<file path="src/rtl/dwell_pkg.sv">
package dwell_pkg;

    // ----------------------------------------
    // Widths
    // ----------------------------------------
    localparam int ADDR_W = 8;
    localparam int DATA_W = 32;
    localparam int DUR_W = 14;
    localparam int GAG_W = 4;
    localparam int CFG_W = 8;
    localparam int TICK_W = 16;

    // ----------------------------------------
    // Register offsets (byte addresses)
    // ----------------------------------------
    localparam logic [7:0] OFS_CTRL = 8'h00;
    localparam logic [7:0] OFS_CUT_DOWN = 8'h04;
    localparam logic [7:0] OFS_CUT_UP = 8'h08;
    localparam logic [7:0] OFS_PUNCH_DOWN = 8'h0C;
    localparam logic [7:0] OFS_PUNCH_UP = 8'h10;
    localparam logic [7:0] OFS_TOOL_SEL = 8'h14;
    localparam logic [7:0] OFS_STATUS = 8'h18;

    // ----------------------------------------
    // Field positions
    // ----------------------------------------
    localparam int CTRL_SETUP_BIT = 0;
    localparam int CFG_CUT_BOOST_BIT = 0;
    localparam int CFG_PUNCH_BOOST_BIT = 1;
    localparam int CFG_TWO_SPEED_BIT = 2;
    localparam int ST_CUT_BUSY_BIT = 0;
    localparam int ST_PUNCH_BUSY_BIT = 1;
    localparam int ST_SETUP_BIT = 2;
    localparam int ST_CFG_LSB = 8;

    // ----------------------------------------
    // Reset values and limits
    // ----------------------------------------
    localparam logic [DUR_W-1:0] DUR_RST = 14'h0000;
    localparam logic [DUR_W-1:0] DUR_MAX = 14'h270F;
    localparam logic [GAG_W-1:0] GAG_RST = 4'h0;
    localparam logic [DATA_W-1:0] RDATA_NONE = 32'h00000000;

    // ----------------------------------------
    // Timing: one duration step is one millisecond
    // ----------------------------------------
    localparam int unsigned CLK_PERIOD_PS = 25000;
    localparam int unsigned DUR_STEP_PS = 1000000000;
    localparam int unsigned MS_TICK_CYCLES = DUR_STEP_PS / CLK_PERIOD_PS;

endpackage

</file>
<file path="src/rtl/pin_sync.sv">
`timescale 1ns/1ps
module pin_sync import dwell_pkg::*; #(
    parameter int W = 1
) (
    input wire logic clk_sys,
    input wire logic nrst,
    input wire logic ce,
    input wire logic [W-1:0] d,
    output logic [W-1:0] q
);

    typedef struct packed {
        logic [W-1:0] s1;
        logic [W-1:0] s2;
    } sync_state_type;

    sync_state_type st_q;
    sync_state_type st_d;

    // First stage feeds only the second stage
    always_comb begin
        st_d = st_q;
        if (ce) begin
            st_d.s1 = d;
            st_d.s2 = st_q.s1;
        end
    end

    always_ff @(posedge clk_sys or negedge nrst) begin
        if (!nrst) begin
            st_q <= '0;
        end else begin
            st_q <= st_d;
        end
    end

    assign q = st_q.s2;

endmodule

</file>
<file path="src/rtl/stroke_timer.sv">
`timescale 1ns/1ps
module stroke_timer import dwell_pkg::*; (
    input wire logic clk_sys,
    input wire logic nrst,
    input wire logic ce,
    input wire logic tick,
    input wire logic fire,
    input wire logic complete,
    input wire logic boost_sel,
    input wire logic [DUR_W-1:0] down_ms,
    input wire logic [DUR_W-1:0] up_ms,
    output logic down_out,
    output logic up_out,
    output logic boost_out,
    output logic busy
);

    typedef enum logic [1:0] {
        S_IDLE,
        S_DOWN,
        S_AFTER
    } phase_type;

    typedef struct packed {
        phase_type phase;
        logic boost;
        logic [DUR_W-1:0] cnt;
    } timer_state_type;

    timer_state_type st_q;
    timer_state_type st_d;

    always_comb begin
        st_d = st_q;
        if (ce) begin
            unique case (st_q.phase)
                S_IDLE: begin
                    if (fire) begin
                        st_d.boost = boost_sel;
                        if (down_ms != DUR_RST) begin
                            st_d.phase = S_DOWN;
                            st_d.cnt = down_ms;
                        end else if (up_ms != DUR_RST) begin
                            st_d.phase = S_AFTER;
                            st_d.cnt = up_ms;
                        end
                    end
                end
                S_DOWN: begin
                    // Switch closure cuts the dwell short; the timer is only a backstop
                    if (complete || (tick && st_q.cnt == 14'h0001)) begin
                        if (up_ms != DUR_RST) begin
                            st_d.phase = S_AFTER;
                            st_d.cnt = up_ms;
                        end else begin
                            st_d.phase = S_IDLE;
                        end
                    end else if (tick) begin
                        st_d.cnt = st_q.cnt - 14'h0001;
                    end
                end
                S_AFTER: begin
                    // Return stroke runs its full time whatever the switch says
                    if (tick) begin
                        if (st_q.cnt == 14'h0001) begin
                            st_d.phase = S_IDLE;
                        end else begin
                            st_d.cnt = st_q.cnt - 14'h0001;
                        end
                    end
                end
            endcase
        end
    end

    always_ff @(posedge clk_sys or negedge nrst) begin
        if (!nrst) begin
            st_q <= '{phase: S_IDLE, boost: 1'b0, cnt: DUR_RST};
        end else begin
            st_q <= st_d;
        end
    end

    assign down_out = (st_q.phase == S_DOWN);
    assign up_out = (st_q.phase == S_AFTER) && !st_q.boost;
    assign boost_out = (st_q.phase == S_AFTER) && st_q.boost;
    assign busy = (st_q.phase != S_IDLE);

    chk_complete_ends_down: assert property (@(posedge clk_sys) disable iff (!nrst)
        (down_out && complete && ce) |=> !down_out) else $error("down stroke kept after complete");

    chk_after_ignores_complete: assert property (@(posedge clk_sys) disable iff (!nrst)
        ((up_out || boost_out) && !tick && ce) |=> (up_out || boost_out)) else $error("after pulse cut");

    chk_after_follows_down: assert property (@(posedge clk_sys) disable iff (!nrst)
        ($fell(down_out) && $past(up_ms) != DUR_RST) |-> (up_out || boost_out)) else $error("no after pulse");

    chk_after_exclusive: assert property (@(posedge clk_sys) disable iff (!nrst)
        !(up_out && boost_out) && !(down_out && (up_out || boost_out))) else $error("outputs overlap");

    chk_fire_starts_down: assert property (@(posedge clk_sys) disable iff (!nrst)
        (!busy && fire && ce && down_ms != DUR_RST) |=> (down_out && st_q.cnt == $past(down_ms)))
        else $error("down stroke not started");

endmodule

</file>
<file path="src/rtl/cut_press_dwell_timer.sv">
`timescale 1ns/1ps
// Contract
// - Cutoff down pulse lasts programmed 0 to 9.999 s
// - Cutoff complete switch ends down pulse at once
// - Cutoff up pulse runs full length regardless
// - Cutoff up or boost output chosen by config
// - Punch down pulse programmable like cutoff
// - Punch complete switch ends punch down pulse
// - Punch up or boost output chosen by config
// - Manual cutoff input fires cutoff down pulse
// - Manual punch selects tool gag then fires
// - Two-speed machines always jog at slow speed
// - Changed config switches erase memory, enter setup
// - Down durations have one millisecond resolution
module cut_press_dwell_timer import dwell_pkg::*; #(
    parameter int unsigned MS_CYCLES = MS_TICK_CYCLES
) (
    input wire logic clk_sys,
    input wire logic nrst,
    input wire logic ce,
    input wire logic [ADDR_W-1:0] addr,
    input wire logic [DATA_W-1:0] wdata,
    input wire logic wr_stb,
    input wire logic rd_stb,
    output logic [DATA_W-1:0] rdata,
    input wire logic [CFG_W-1:0] cfg_sw,
    input wire logic man_cut,
    input wire logic man_punch,
    input wire logic cut_done_sw,
    input wire logic punch_done_sw,
    input wire logic jog_fwd,
    input wire logic jog_rev,
    input wire logic run_on,
    input wire logic run_fast,
    input wire logic cut_fire,
    input wire logic punch_fire,
    input wire logic [GAG_W-1:0] auto_gag,
    output logic cut_down,
    output logic cut_up,
    output logic cut_boost,
    output logic punch_down,
    output logic punch_up,
    output logic punch_boost,
    output logic [GAG_W-1:0] gag_sel,
    output logic fwd_out,
    output logic slow_out,
    output logic rev_out,
    output logic setup_mode
);

    // ----------------------------------------
    // Pin synchronisers
    // ----------------------------------------
    localparam int PIN_W = CFG_W + 6;

    logic [PIN_W-1:0] pin_raw;
    logic [PIN_W-1:0] pin_s;
    logic [CFG_W-1:0] cfg_s;
    logic man_cut_s;
    logic man_punch_s;
    logic cut_done_s;
    logic punch_done_s;
    logic jog_fwd_s;
    logic jog_rev_s;

    assign pin_raw = {cfg_sw, man_cut, man_punch, cut_done_sw, punch_done_sw, jog_fwd, jog_rev};

    pin_sync #(.W(PIN_W)) u_pin_sync (
        .clk_sys(clk_sys),
        .nrst(nrst),
        .ce(ce),
        .d(pin_raw),
        .q(pin_s)
    );

    assign cfg_s = pin_s[PIN_W-1:6];
    assign man_cut_s = pin_s[5];
    assign man_punch_s = pin_s[4];
    assign cut_done_s = pin_s[3];
    assign punch_done_s = pin_s[2];
    assign jog_fwd_s = pin_s[1];
    assign jog_rev_s = pin_s[0];

    // ----------------------------------------
    // State
    // ----------------------------------------
    typedef struct packed {
        logic [CFG_W-1:0] cfg_ref;
        logic cfg_valid;
        logic setup;
        logic [DUR_W-1:0] cut_dn;
        logic [DUR_W-1:0] cut_up;
        logic [DUR_W-1:0] pun_dn;
        logic [DUR_W-1:0] pun_up;
        logic [GAG_W-1:0] tool_sel;
        logic [GAG_W-1:0] gag;
        logic man_cut_prev;
        logic man_punch_prev;
        logic [TICK_W-1:0] ms_cnt;
        logic tick;
        logic [DATA_W-1:0] rdata;
        logic fwd;
        logic slow;
        logic rev;
    } top_state_type;

    top_state_type st_q;
    top_state_type st_d;

    logic cut_busy;
    logic punch_busy;
    logic man_cut_edge;
    logic man_punch_edge;
    logic cfg_changed;
    logic cut_go;
    logic punch_go;
    logic two_speed;

    // Durations above the top of the range are held at the top
    function automatic logic [DUR_W-1:0] clamp_dur(input logic [DATA_W-1:0] v);
        if (v > {18'h00000, DUR_MAX}) begin
            return DUR_MAX;
        end
        return v[DUR_W-1:0];
    endfunction

    function automatic logic [DATA_W-1:0] widen_dur(input logic [DUR_W-1:0] v);
        return {18'h00000, v};
    endfunction

    assign man_cut_edge = man_cut_s && !st_q.man_cut_prev;
    assign man_punch_edge = man_punch_s && !st_q.man_punch_prev;
    assign cfg_changed = st_q.cfg_valid && (cfg_s != st_q.cfg_ref);
    assign two_speed = cfg_s[CFG_TWO_SPEED_BIT];
    // No firing while setup is pending: the durations were just wiped
    assign cut_go = ce && !st_q.setup && (cut_fire || man_cut_edge);
    assign punch_go = ce && !st_q.setup && (punch_fire || man_punch_edge);

    // ----------------------------------------
    // Next state
    // ----------------------------------------
    always_comb begin
        st_d = st_q;
        if (ce) begin
            st_d.man_cut_prev = man_cut_s;
            st_d.man_punch_prev = man_punch_s;

            // Millisecond time base
            st_d.tick = 1'b0;
            if (st_q.ms_cnt == TICK_W'(MS_CYCLES - 1)) begin
                st_d.ms_cnt = '0;
                st_d.tick = 1'b1;
            end else begin
                st_d.ms_cnt = st_q.ms_cnt + 16'h0001;
            end

            // Register writes
            if (wr_stb) begin
                unique case (addr)
                    OFS_CTRL: begin
                        if (wdata[CTRL_SETUP_BIT]) begin
                            st_d.setup = 1'b0;
                        end
                    end
                    OFS_CUT_DOWN: st_d.cut_dn = clamp_dur(wdata);
                    OFS_CUT_UP: st_d.cut_up = clamp_dur(wdata);
                    OFS_PUNCH_DOWN: st_d.pun_dn = clamp_dur(wdata);
                    OFS_PUNCH_UP: st_d.pun_up = clamp_dur(wdata);
                    OFS_TOOL_SEL: st_d.tool_sel = wdata[GAG_W-1:0];
                    default: begin
                    end
                endcase
            end

            // Register reads, answered in the next cycle
            st_d.rdata = RDATA_NONE;
            if (rd_stb) begin
                unique case (addr)
                    OFS_CTRL: st_d.rdata[CTRL_SETUP_BIT] = st_q.setup;
                    OFS_CUT_DOWN: st_d.rdata = widen_dur(st_q.cut_dn);
                    OFS_CUT_UP: st_d.rdata = widen_dur(st_q.cut_up);
                    OFS_PUNCH_DOWN: st_d.rdata = widen_dur(st_q.pun_dn);
                    OFS_PUNCH_UP: st_d.rdata = widen_dur(st_q.pun_up);
                    OFS_TOOL_SEL: st_d.rdata[GAG_W-1:0] = st_q.tool_sel;
                    OFS_STATUS: begin
                        st_d.rdata[ST_CUT_BUSY_BIT] = cut_busy;
                        st_d.rdata[ST_PUNCH_BUSY_BIT] = punch_busy;
                        st_d.rdata[ST_SETUP_BIT] = st_q.setup;
                        st_d.rdata[ST_CFG_LSB +: CFG_W] = cfg_s;
                    end
                    default: st_d.rdata = RDATA_NONE;
                endcase
            end

            // Gag choice is latched when the punch fires
            if (punch_go && !punch_busy) begin
                st_d.gag = man_punch_edge ? st_q.tool_sel : auto_gag;
            end

            // Drive outputs per speed logic; jog never goes fast on two-speed lines
            st_d.rev = jog_rev_s && !run_on;
            if (run_on) begin
                st_d.fwd = two_speed ? run_fast : 1'b1;
                st_d.slow = two_speed ? !run_fast : !run_fast;
            end else if (jog_fwd_s) begin
                st_d.fwd = !two_speed;
                st_d.slow = 1'b1;
            end else if (jog_rev_s) begin
                st_d.fwd = 1'b0;
                st_d.slow = 1'b1;
            end else begin
                st_d.fwd = 1'b0;
                st_d.slow = !two_speed;
            end

            // Reference taken in the first enabled cycle after reset, from the synchroniser's reset zeros
            if (!st_q.cfg_valid) begin
                st_d.cfg_valid = 1'b1;
                st_d.cfg_ref = cfg_s;
            end else if (cfg_changed) begin
                // Erase wins over a write in the same cycle
                st_d.cfg_ref = cfg_s;
                st_d.setup = 1'b1;
                st_d.cut_dn = DUR_RST;
                st_d.cut_up = DUR_RST;
                st_d.pun_dn = DUR_RST;
                st_d.pun_up = DUR_RST;
                st_d.tool_sel = GAG_RST;
            end
        end
    end

    always_ff @(posedge clk_sys or negedge nrst) begin
        if (!nrst) begin
            st_q <= '0;
        end else begin
            st_q <= st_d;
        end
    end

    // ----------------------------------------
    // Tool timers
    // ----------------------------------------
    stroke_timer u_cut_timer (
        .clk_sys(clk_sys),
        .nrst(nrst),
        .ce(ce),
        .tick(st_q.tick),
        .fire(cut_go),
        .complete(cut_done_s),
        .boost_sel(cfg_s[CFG_CUT_BOOST_BIT]),
        .down_ms(st_q.cut_dn),
        .up_ms(st_q.cut_up),
        .down_out(cut_down),
        .up_out(cut_up),
        .boost_out(cut_boost),
        .busy(cut_busy)
    );

    stroke_timer u_punch_timer (
        .clk_sys(clk_sys),
        .nrst(nrst),
        .ce(ce),
        .tick(st_q.tick),
        .fire(punch_go),
        .complete(punch_done_s),
        .boost_sel(cfg_s[CFG_PUNCH_BOOST_BIT]),
        .down_ms(st_q.pun_dn),
        .up_ms(st_q.pun_up),
        .down_out(punch_down),
        .up_out(punch_up),
        .boost_out(punch_boost),
        .busy(punch_busy)
    );

    assign rdata = st_q.rdata;
    assign gag_sel = st_q.gag;
    assign fwd_out = st_q.fwd;
    assign slow_out = st_q.slow;
    assign rev_out = st_q.rev;
    assign setup_mode = st_q.setup;

    // ----------------------------------------
    // Checks
    // ----------------------------------------
    chk_jog_slow_only: assert property (@(posedge clk_sys) disable iff (!nrst)
        (ce && two_speed && !run_on && jog_fwd_s) |=> (slow_out && !fwd_out)) else $error("fast jog");

    chk_cfg_erase: assert property (@(posedge clk_sys) disable iff (!nrst)
        (ce && cfg_changed) |=> (setup_mode && st_q.cut_dn == DUR_RST && st_q.pun_dn == DUR_RST))
        else $error("config change not erased");

    chk_dur_range: assert property (@(posedge clk_sys) disable iff (!nrst)
        (st_q.cut_dn <= DUR_MAX && st_q.pun_dn <= DUR_MAX)) else $error("duration out of range");

    chk_manual_gag: assert property (@(posedge clk_sys) disable iff (!nrst)
        (punch_go && man_punch_edge && !punch_busy) |=> (gag_sel == $past(st_q.tool_sel)))
        else $error("wrong gag on manual punch");

    chk_manual_cut: assert property (@(posedge clk_sys) disable iff (!nrst)
        (man_cut_edge && ce && !st_q.setup && !cut_busy && st_q.cut_dn != DUR_RST) |=> cut_down)
        else $error("manual cut not fired");

    chk_punch_done: assert property (@(posedge clk_sys) disable iff (!nrst)
        (punch_down && punch_done_s && ce) |=> !punch_down) else $error("punch kept down");

endmodule

</file>
<file path="config.mk">
export PLATFORM = sky130hd
export DESIGN_NAME = cut_press_dwell_timer
export DESIGN_NICKNAME = d
export VERILOG_FILES = /design/src/rtl/dwell_pkg.sv /design/src/rtl/pin_sync.sv /design/src/rtl/stroke_timer.sv /design/src/rtl/cut_press_dwell_timer.sv
export SDC_FILE = /design/constraint.sdc
export NUM_CORES = 1
export LEC_CHECK = 0
export BUFFER_PORTS_ARGS = -buffer_cell sky130_fd_sc_hd__buf_2
export CAP_MARGIN = 15
export CORE_MARGIN = 4
export CORE_UTILIZATION = 40
export CTS_CLUSTER_DIAMETER = 100
export DETAILED_ROUTE_END_ITERATION = 8
export GPL_TIMING_DRIVEN = 0
export MAX_ROUTING_LAYER = met4
export SYNTH_ARGS = -nofsm -noshare
export SYNTH_HDL_FRONTEND = slang
export SYNTH_SLANG_ARGS = --single-unit
</file>
<file path="constraint.sdc">
create_clock -name clk_sys -period 3.23 [get_ports clk_sys]
set_clock_uncertainty 0.1 [all_clocks]
set_input_delay 0 -clock clk_sys [delete_from_list [all_inputs] [get_ports clk_sys]]
set_output_delay 0 -clock clk_sys [all_outputs]
set_load 0.01 [all_outputs]
</file>
======== Word level (Yosys, flattened, before mapping) ========
Cells that the tools add are included.
storage, ports and cells
  bits in registers ....................... 190
  input bits .............................. 67
cells by class
  add/subtract/negate cells ............... 3
  $lt $le $gt $ge ......................... 1
  eq/ne operators ......................... 29
  mux-type cells .......................... 73
  reductions and logical operators ........ 44
operators by type and width
  operator                                              count
  two-way mux 14 bit                                    21
  two-way mux 61 bit                                    3
  one-hot mux 14 bit (3 select lines)                   2
  nonzero test 14 bit                                   4
  one-hot mux 8 bit (5 select lines)                    1
  two-way mux 17 bit                                    2
  > comparator 32 x 14 -> 1 bit, second input constant  1
  two-way mux 16 bit                                    2
  == test 14 x 1 -> 1 bit, second input constant        2
  two-way mux 2 bit                                     14
  subtractor 14 x 1 -> 14 bit, second input constant    2
  == test 8 x 5 -> 1 bit, second input constant         3
  two-way mux 1 bit                                     18
  adder 16 x 1 -> 16 bit, second input constant         1
  == test 16 bit, second input constant                 1
  == test 8 x 4 -> 1 bit, second input constant         2
  two-way mux 8 bit                                     2
  one-hot mux 4 bit (4 select lines)                    1
  logical AND 1 bit                                     14
  != test 2 bit, second input constant                  6
  != test 3 x 1 -> 1 bit, second input constant         4
  one-hot mux 2 bit (3 select lines)                    2
  one-hot mux 2 bit (6 select lines)                    1
  AND reduction 6 bit                                   2
  16 further kinds                                      39

======== Depth between registers and ports, before layout ========
Gate-level depths: netlist of run 1.
  word-level depth ........................ 10
  mapped depth ............................ 10
  depth with buffers taken out ............ 8

======== Hierarchy ========
A second synthesis of run 1 with hierarchy kept.
second synthesis, totals
  cell total of the unflattened synthesis .. 947
  area, all modules ....................... 9984.6 sq um
by module, submodules not included
  module                         times used  cells each  area an instance (sq um)
  cut_press_dwell_timer          1           479         5486.5
  stroke_timer at u_cut_timer    1           215         1735.4
  stroke_timer at u_punch_timer  1           180         1515.2
  pin_sync                       1           73          1247.4

======== Least setup slack after synthesis of run 1 ========
Ideal clock, no wire load.
  path kind ............................... reg2reg
  start point ............................. register u_cut_timer.st_q[8] (netlist bit)
  end point ............................... register u_cut_timer.st_q[6] (netlist bit)
  setup time .............................. 0.142 ns
  data arrival time ....................... 2.079 ns
  data required time ...................... 2.988 ns
  setup slack ............................. 0.909 ns
  stages on the path, launching flop included .. 10
  buffers on the path ..................... 3
  cells stage by stage .................... dfrtp_1 -> or4_1 -> buf_2 -> and4bb_4 -> o31a_1 -> buf_4 -> buf_6 -> nor2_1 -> o31ai_1 -> o221ai_1
on the way
  word-level cells in the longest chain between the ends .. 5
  elaborated cells on any way between the ends .. 8
RTL lines
  item                                                                                         RTL line                                source
  start: declaration                                                                           stroke_timer.sv:30                      timer_state_type st_q;
  start signal: assignment                                                                     stroke_timer.sv:78                      st_q <= '{phase: S_IDLE, boost: 1'b0, cnt: DUR_RST};
  start signal: assignment                                                                     stroke_timer.sv:80                      st_q <= st_d;
  == test 14 x 1 -> 1 bit *                                                                    stroke_timer.sv:51, stroke_timer.sv:65
  logical AND 1 bit                                                                            stroke_timer.sv:51                      if (complete || (tick && st_q.cnt == 14'h0001)) begin
  logical OR 1 bit                                                                             stroke_timer.sv:51
  != test 3 x 1 -> 1 bit (no source line) or two-way mux 14 bit (tied branches)                --
  AND reduction 5 bit (no source line) or one-hot mux 14 bit (3 select lines) (tied branches)  --
Mark *: on every way between the ends. The rest lies on a longest branch, timed or not.
A chain may end at the register's enable or synchronous reset.

======== Final worst setup path of run 1 ========
  start point ............................. register u_punch_timer.st_q[1] (netlist bit)
  end point ............................... register u_punch_timer.st_q[8] (netlist bit)
on the way
  word-level cells in the longest chain between the ends .. 5
  elaborated cells on any way between the ends .. 12
RTL lines
  item                                                                                 RTL line
  start: declaration                                                                   stroke_timer.sv:30
  start signal: assignment                                                             stroke_timer.sv:78
  start signal: assignment                                                             stroke_timer.sv:80
  parallel branches: the longest is 5 deep, another holds subtractor 14 x 1 -> 14 bit  --
Parallel ways; which one is timed is not known. The select of a mux whose other input is x is not followed.

==> flow_summary.toml, run 1 <==
[sta]
rsz0062_at_grt = "no"
finalWorstSetupSlack_ns = 0.3905
worst_pin_slew_ns = 1.054
slew_headroom = 0.2918
setup_viol = 0
period_share = 0.8791
hold_viol = 0
final_max_slew_viol_count = 0
tns_ns = 0
fmaxAchievable_mhz = 352.2
finalCriticalPeriod_ns = 2.840

[synth]
netlist.area_leader.share = 0.4675
synth-main-ff-cell = "dfrtp_1"
mappedNetlistArea_sq_um = 9314
yosysMostFrequentCell = "dfrtp_1"
syn_inst = 967
synthDistinctLibCells = 68
synth_area_per_cell_sq_um = 9.632
ys_seq_area_frac = 0.4675
synth-seq-cells = 174
yosys_warnings = 0
yosys-top-cells-area = "dfrtp_1 (47%), mux2_2 (5.8%), o21ai_0 (5.1%)"
synth_edf_count = 0
synth_commonest_cells = "dfrtp_1 (174), nand2_1 (112), o21ai_0 (94)"
async_flop_share = 1.000
yosysTopAreaCell = "dfrtp_1"

[placement]
gp_congestion = 0.9119
post-place-ws_ns = 0.4936
place_hpwl_mm = 20.99
port_buffers = 94
placed_cells = 1390

[clock_network]
cts_max_path_buffers = 2
cts_root_buf = "clkbuf_16"
cts_tree = "yes"
post_cts_resize_count = 0
cts_buffers = 17
htreeDepth = 4
cts.clk_slew.worst_paths_ns = 0.07
cts_num_sinks = 174
insertion_delay_ns = 0.44

[route]
drt-vias-per-instance = 5.753
num_vias = 8422
ant_nets = 0
drt_iter0_markers = 868
highest_layer = "met4"
routed_wl_mm = 28.68
first_pass_iters = 7
route.met3.wl_mm = 2.644
drc = 0
routedLengthMet1_mm = 12.59
wl_met2_mm = 12.86
wl_per_cell_microns = 19.59

[critical_path]
rr_startpoint = "u_punch_timer.st_q[1]"
slowest_delay_ns = 0.55
worstPathArrival_ns = 3.06
cpLargestDelayFamily = "simple AND/OR/NAND/NOR gates"
path_buf_inv = 1
criticalPathCategory = "reg2reg"
cp-end-kind = "register"
worstPathCellList = "inv_1 -> ha_1 -> nor4b_1 -> and4_1 -> a211oi_1 -> nor2_1 -> o221ai_1 -> a221o_1"
path_max_fanout = 9
required_ns = 3.45
critPathLaunchType = "register"
crit_start = "u_punch_timer.st_q[1]"
cpMaxStageDelayCell = "nor2_1"

[global_route]
grt_antenna_before_repair = 0
grt_use_total = 0.2317
first_global_vias = 8234
overflow = 0
grt_max_degree = 99
grt_pass1_wl_mm = 46.20

[floorplanning]
rows = 55
initial_core_util = 0.4089
core_sq_um = 22780
die_h_microns = 160.6
io_pins = 113
die_w_microns = 160.6
dieArea_sq_um = 25790

[cells_and_area]
antenna_cells = 0
drive_above_1_share = 0.2016
nNetsFinal = 1216
syn2layout_area_growth_pct = 21.16
final_cells = 1464

[power]
irDropWorstVdd_v = 0.0002585
p_leak_nw = 4.920
power.density_nw_per_um2 = 517.2

[job]
maxCapViolCount = 0

[run_status]
outcome = "finished, final reports clean"

[hold_path]
min_path_type = "in2async"
registers in the layout, indices dropped and copies added, names as in the netlist:
register,count
fwd_out,1
gag_sel,4
rdata,16
rev_out,1
setup_mode,1
slow_out,1
st_q,88
u_cut_timer.st_q,17
u_pin_sync.q,14
u_pin_sync.st_q,14
u_punch_timer.st_q,17
cells in the final DEF (no fill, tap or decap), drive strengths merged, types with 6 or more instances in the layout:
| cell type | synthesis | final |
|---|---|---|
| nor4 | 24 | 24 |
| dfrtp | 174 | 174 |
| conb | 1 | 16 |
| a211o | 6 | 6 |
| a221oi | 14 | 14 |
| nand4 | 15 | 15 |
| o221ai | 7 | 7 |
| and3 | 8 | 8 |
| nor3 | 29 | 29 |
| xnor2 | 17 | 17 |
| o21ai | 95 | 95 |
| inv | 28 | 36 |
| nand3 | 15 | 15 |
| or3 | 8 | 8 |
| and2 | 8 | 8 |
| a222oi | 8 | 8 |
| o2bb2ai | 30 | 30 |
| nor2b | 6 | 6 |
| clkbuf | 37 | 54 |
| a21oi | 27 | 27 |
| mux2 | 48 | 48 |
| dlygate4sd3 | 0 | 42 |
| ha | 11 | 11 |
| mux2i | 10 | 10 |
| a22oi | 14 | 14 |
| buf | 48 | 143 |
| nor2 | 65 | 65 |
| clkinv | 1 | 7 |
| o31ai | 12 | 12 |
| nand2 | 112 | 112 |
repair_timing:
action,in CTS,in global routing
setup buffers,0,0
hold buffers,42,0
hold endpoints to repair,164,0
through the flow:
stage	area (sq um)	utilization	hold slack, ns	power, W
floorplan	9370	-	-0.3956	0.003380
global placement	10230	0.4492	0.1209	0.003736
detailed placement	10270	0.4509	-0.07094	0.003756
CTS	11280	0.4954	0.003470	0.005861
global route	11280	0.4954	0.07351	0.006133
finish	11280	0.4954	0.007981	0.005836
power breakdown:
group / internal [W] / switching [W]
Sequential: 0.00238 / 0.000208
Clock: 0.00104 / 0.00102
Combinational: 0.000513 / 0.000674
routing by layer:
metal	track usage	vias up
li1	-	3869
met1	0.3315	4065
met2	0.3423	438
met3	0.04157	50
met4	0.05905	0
met5	-	-
final timing paths:
kind	end	cells after the start	slack [ns]
setup / recovery	u_punch_timer.st_q[8]	8	0.39
hold / removal	st_q[113]	2	0.008
setup reg to reg	u_punch_timer.st_q[8]	8	0.39
hold reg to reg	u_pin_sync.q[3]	2	0.39
max in group asynchronous	u_punch_timer.st_q[5]	3	2.12
min in group clk_sys	st_q[87]	6	0.01
cells by family (layout without fill, tap and decap cells):
kind of cell	after synthesis	in the layout	synth area share
AND/OR/NAND/NOR	319	319	0.1667
AO/OA/AOI/OAI	268	268	0.1971
flip-flops	174	174	0.4675
buffers and inverters	114	283	0.06260
multiplexers	59	59	0.07120
XOR/XNOR	21	21	0.01975
adder cells (fa/ha/maj)	11	11	0.01478
other	1	16	0.0004026
cell type report:
cell class,count,area (sq um)
multi-input combinational,694,4433
clock inverter,15,168.9
clock buffer,17,425.4
sequential,174,4354
buffer,85,474.2
fill,2094,11490
timing repair buffer,137,928.4
inverter,29,108.9
tap,313,391.6
(Power assumes the default switching activity.)
==> inputs of run 2 (changes only) <==
--- a/config.mk
+++ b/config.mk
@@ -13,6 +13,7 @@
 export DETAILED_ROUTE_END_ITERATION = 8
 export GPL_TIMING_DRIVEN = 0
 export MAX_ROUTING_LAYER = met4
+export RECOVER_POWER = 100
 export SYNTH_ARGS = -nofsm -noshare
 export SYNTH_HDL_FRONTEND = slang
 export SYNTH_SLANG_ARGS = --single-unit
==> run 2 against run 1 <==
The flow now finishes with violations (capacitance limit, slew limit); flip-flop and latch count unchanged; worst setup slack worse by 0.048 ns; count of clock-buffer cells in the layout stayed put; first-iteration DRC count shrank 6.8%; critical path depth is 1 lower; maximum frequency fell by 1.7%; via count is 0.77% lower; non-clock buffer count is the same; sequential power about the same; power shrank 0.28%; critical endpoint is now u_cut_timer.st_q[7]; largest power group unchanged; highest routed layer unchanged.
==> flow_summary.toml, run 2 (same netlist as run 1, synthesis figures left out) <==
[run_status]
outcome = "complete, but fails checks"
violations = "capacitance limit, slew limit"

[critical_path]
cp-end-kind = "register"
r2r_slack_ns = 0.34
path_max_fanout = 8
required_ns = 3.51
criticalPathCategory = "reg2reg"
critPathLaunchType = "register"
worstPathArrival_ns = 3.17

[clock_network]
cts.clk_slew.worst_paths_ns = 0.08
cts_max_path_buffers = 2
cts_root_buf = "clkbuf_16"
cts_num_sinks = 174
htreeDepth = 4
cts_buffers = 17
insertion_delay_ns = 0.44
post-cts-setup-buffers = 0
cts_tree = "yes"

[cells_and_area]
nNetsFinal = 1216
syn2layout_area_growth_pct = 20.37
stdcell_area_sq_um = 11210
fillerInstances = 2113
top_regs = "st_q (88), u_cut_timer.st_q (17), u_punch_timer.st_q (17)"
top_register = "st_q"
antenna_cells = 0
drive_above_1_share = 0.1720
largest_reg_flops = 88
final_cells = 1464
layout.cells.most_common = "dfrtp_1"
mostFrequentLayoutCells = "dfrtp_1 (174), nand2_1 (112), o21ai_0 (95), clkbuf_1 (71), buf_2 (68)"

[global_route]
grt_antenna_before_repair = 0
first_global_vias = 8234
met3_usage = 0.04157
overflow = 0
use_met2 = 0.3423
grt_use_total = 0.2317
grt_max_degree = 99
grt-busiest-layer = "met2"
grt_pass1_wl_mm = 46.20
grtUsageMet1 = 0.3315

[sta]
fmaxAchievable_mhz = 346.3
setup_viol = 0
worst_pin_slew_ns = 1.989
slew_headroom = -0.3262
rsz0062_at_grt = "no"
hold_viol = 0
final_max_slew_viol_count = 78
period_share = 0.8941
finalWorstSetupSlack_ns = 0.3421
finalCriticalPeriod_ns = 2.888

[route]
ant_nets = 0
drc = 0
routed_wl_mm = 28.69
first_pass_iters = 6
num_vias = 8357
wl_per_cell_microns = 19.60
drt_iter0_markers = 809
drt-vias-per-instance = 5.708

[floorplanning]
die_h_microns = 160.6
die_w_microns = 160.6
rows = 55
core_sq_um = 22780
initial_core_util = 0.4089
io_pins = 113
dieArea_sq_um = 25790

[placement]
gp_congestion = 0.9119
place_hpwl_mm = 20.99
post-place-ws_ns = 0.4936
placed_cells = 1390
placed_area_sq_um = 10270
port_buffers = 94

[power]
p_leak_nw = 4.787
power.density_nw_per_um2 = 519.1
power.total_w = 0.005820
irDropWorstVdd_v = 0.0002589

[job]
maxCapViolCount = 1

[hold_path]
min_path_type = "in2reg"
## run 2: cell types whose count changed in the layout (fill, tap and decap cells not counted), moves of 2 or more
cell,delta
clkbuf_1,+34
buf_2,-32
buf_1,-2
and2_1,-3
and2_0,+3
## run 2: layout make-up
type	count	area (sq um)	area share
Sequential cell	174	4354	0.3884
Inverter	29	108.9	0.009710
Tap cell	313	391.6	0.03493
Timing Repair Buffer	137	867.1	0.07734
Clock buffer	17	425.4	0.03795
Multi-Input combinational cell	694	4425	0.3948
Clock inverter	15	168.9	0.01507
Buffer	85	469.2	0.04185
## run 2: metrics by stage
step	utilization	hold WS [ns]	setup TNS (ns)
global placement	0.4492	0.1209	-138.51
finish	0.4922	0.01186	0
detailed placement	0.4509	-0.07094	0
global route	0.4922	0.07598	0
CTS	0.4954	0.003470	0
floorplan	-	-0.3956	0
## run 2: path summary, 6_finish.rpt
kind | startpoint | to | cells past startpoint
max reg2reg | u_cut_timer.st_q[8] | u_cut_timer.st_q[7] | 7
min in group asynchronous | nrst | st_q[113] | 2
min | wdata[21] | st_q[87] | 6
max in group asynchronous | nrst | u_punch_timer.st_q[5] | 3
min reg2reg | u_pin_sync.st_q[17] | u_pin_sync.q[3] | 2
max | u_cut_timer.st_q[8] | u_cut_timer.st_q[7] | 7
## run 2: worst max-delay path: stages (launching register included)
cell and delay, ns:
dfrtp_1 0.43, or4_1 0.53, clkbuf_1 0.21, and4bb_1 0.42, o21bai_1 0.16, a21boi_1 0.54
nand2b_1 0.28, a221o_1 0.18
## run 2: routing by layer
metal / vias to the layer above / share of wire
li1: 3860 / -
met1: 4049 / 0.45
met2: 398 / 0.44
met3: 50 / 0.089
met4: 0 / 0.021
met5: - / 0
## run 2: timing repair
| item | CTS | global route |
|---|---|---|
| endpoints found under the hold margin | 164 | 0 |
| endpoints found under the setup margin | 0 | 0 |
| resized for setup | 0 | 0 |
| hold buffers | 42 | 0 |
## run 2: report_power, final
group	total [W]	switching [W]	internal, W
clock network	0.00206	0.00102	0.00104
logic	0.00117	0.000674	0.000498
registers	0.00259	0.000208	0.00238
total	0.00582	0.00190	0.00392
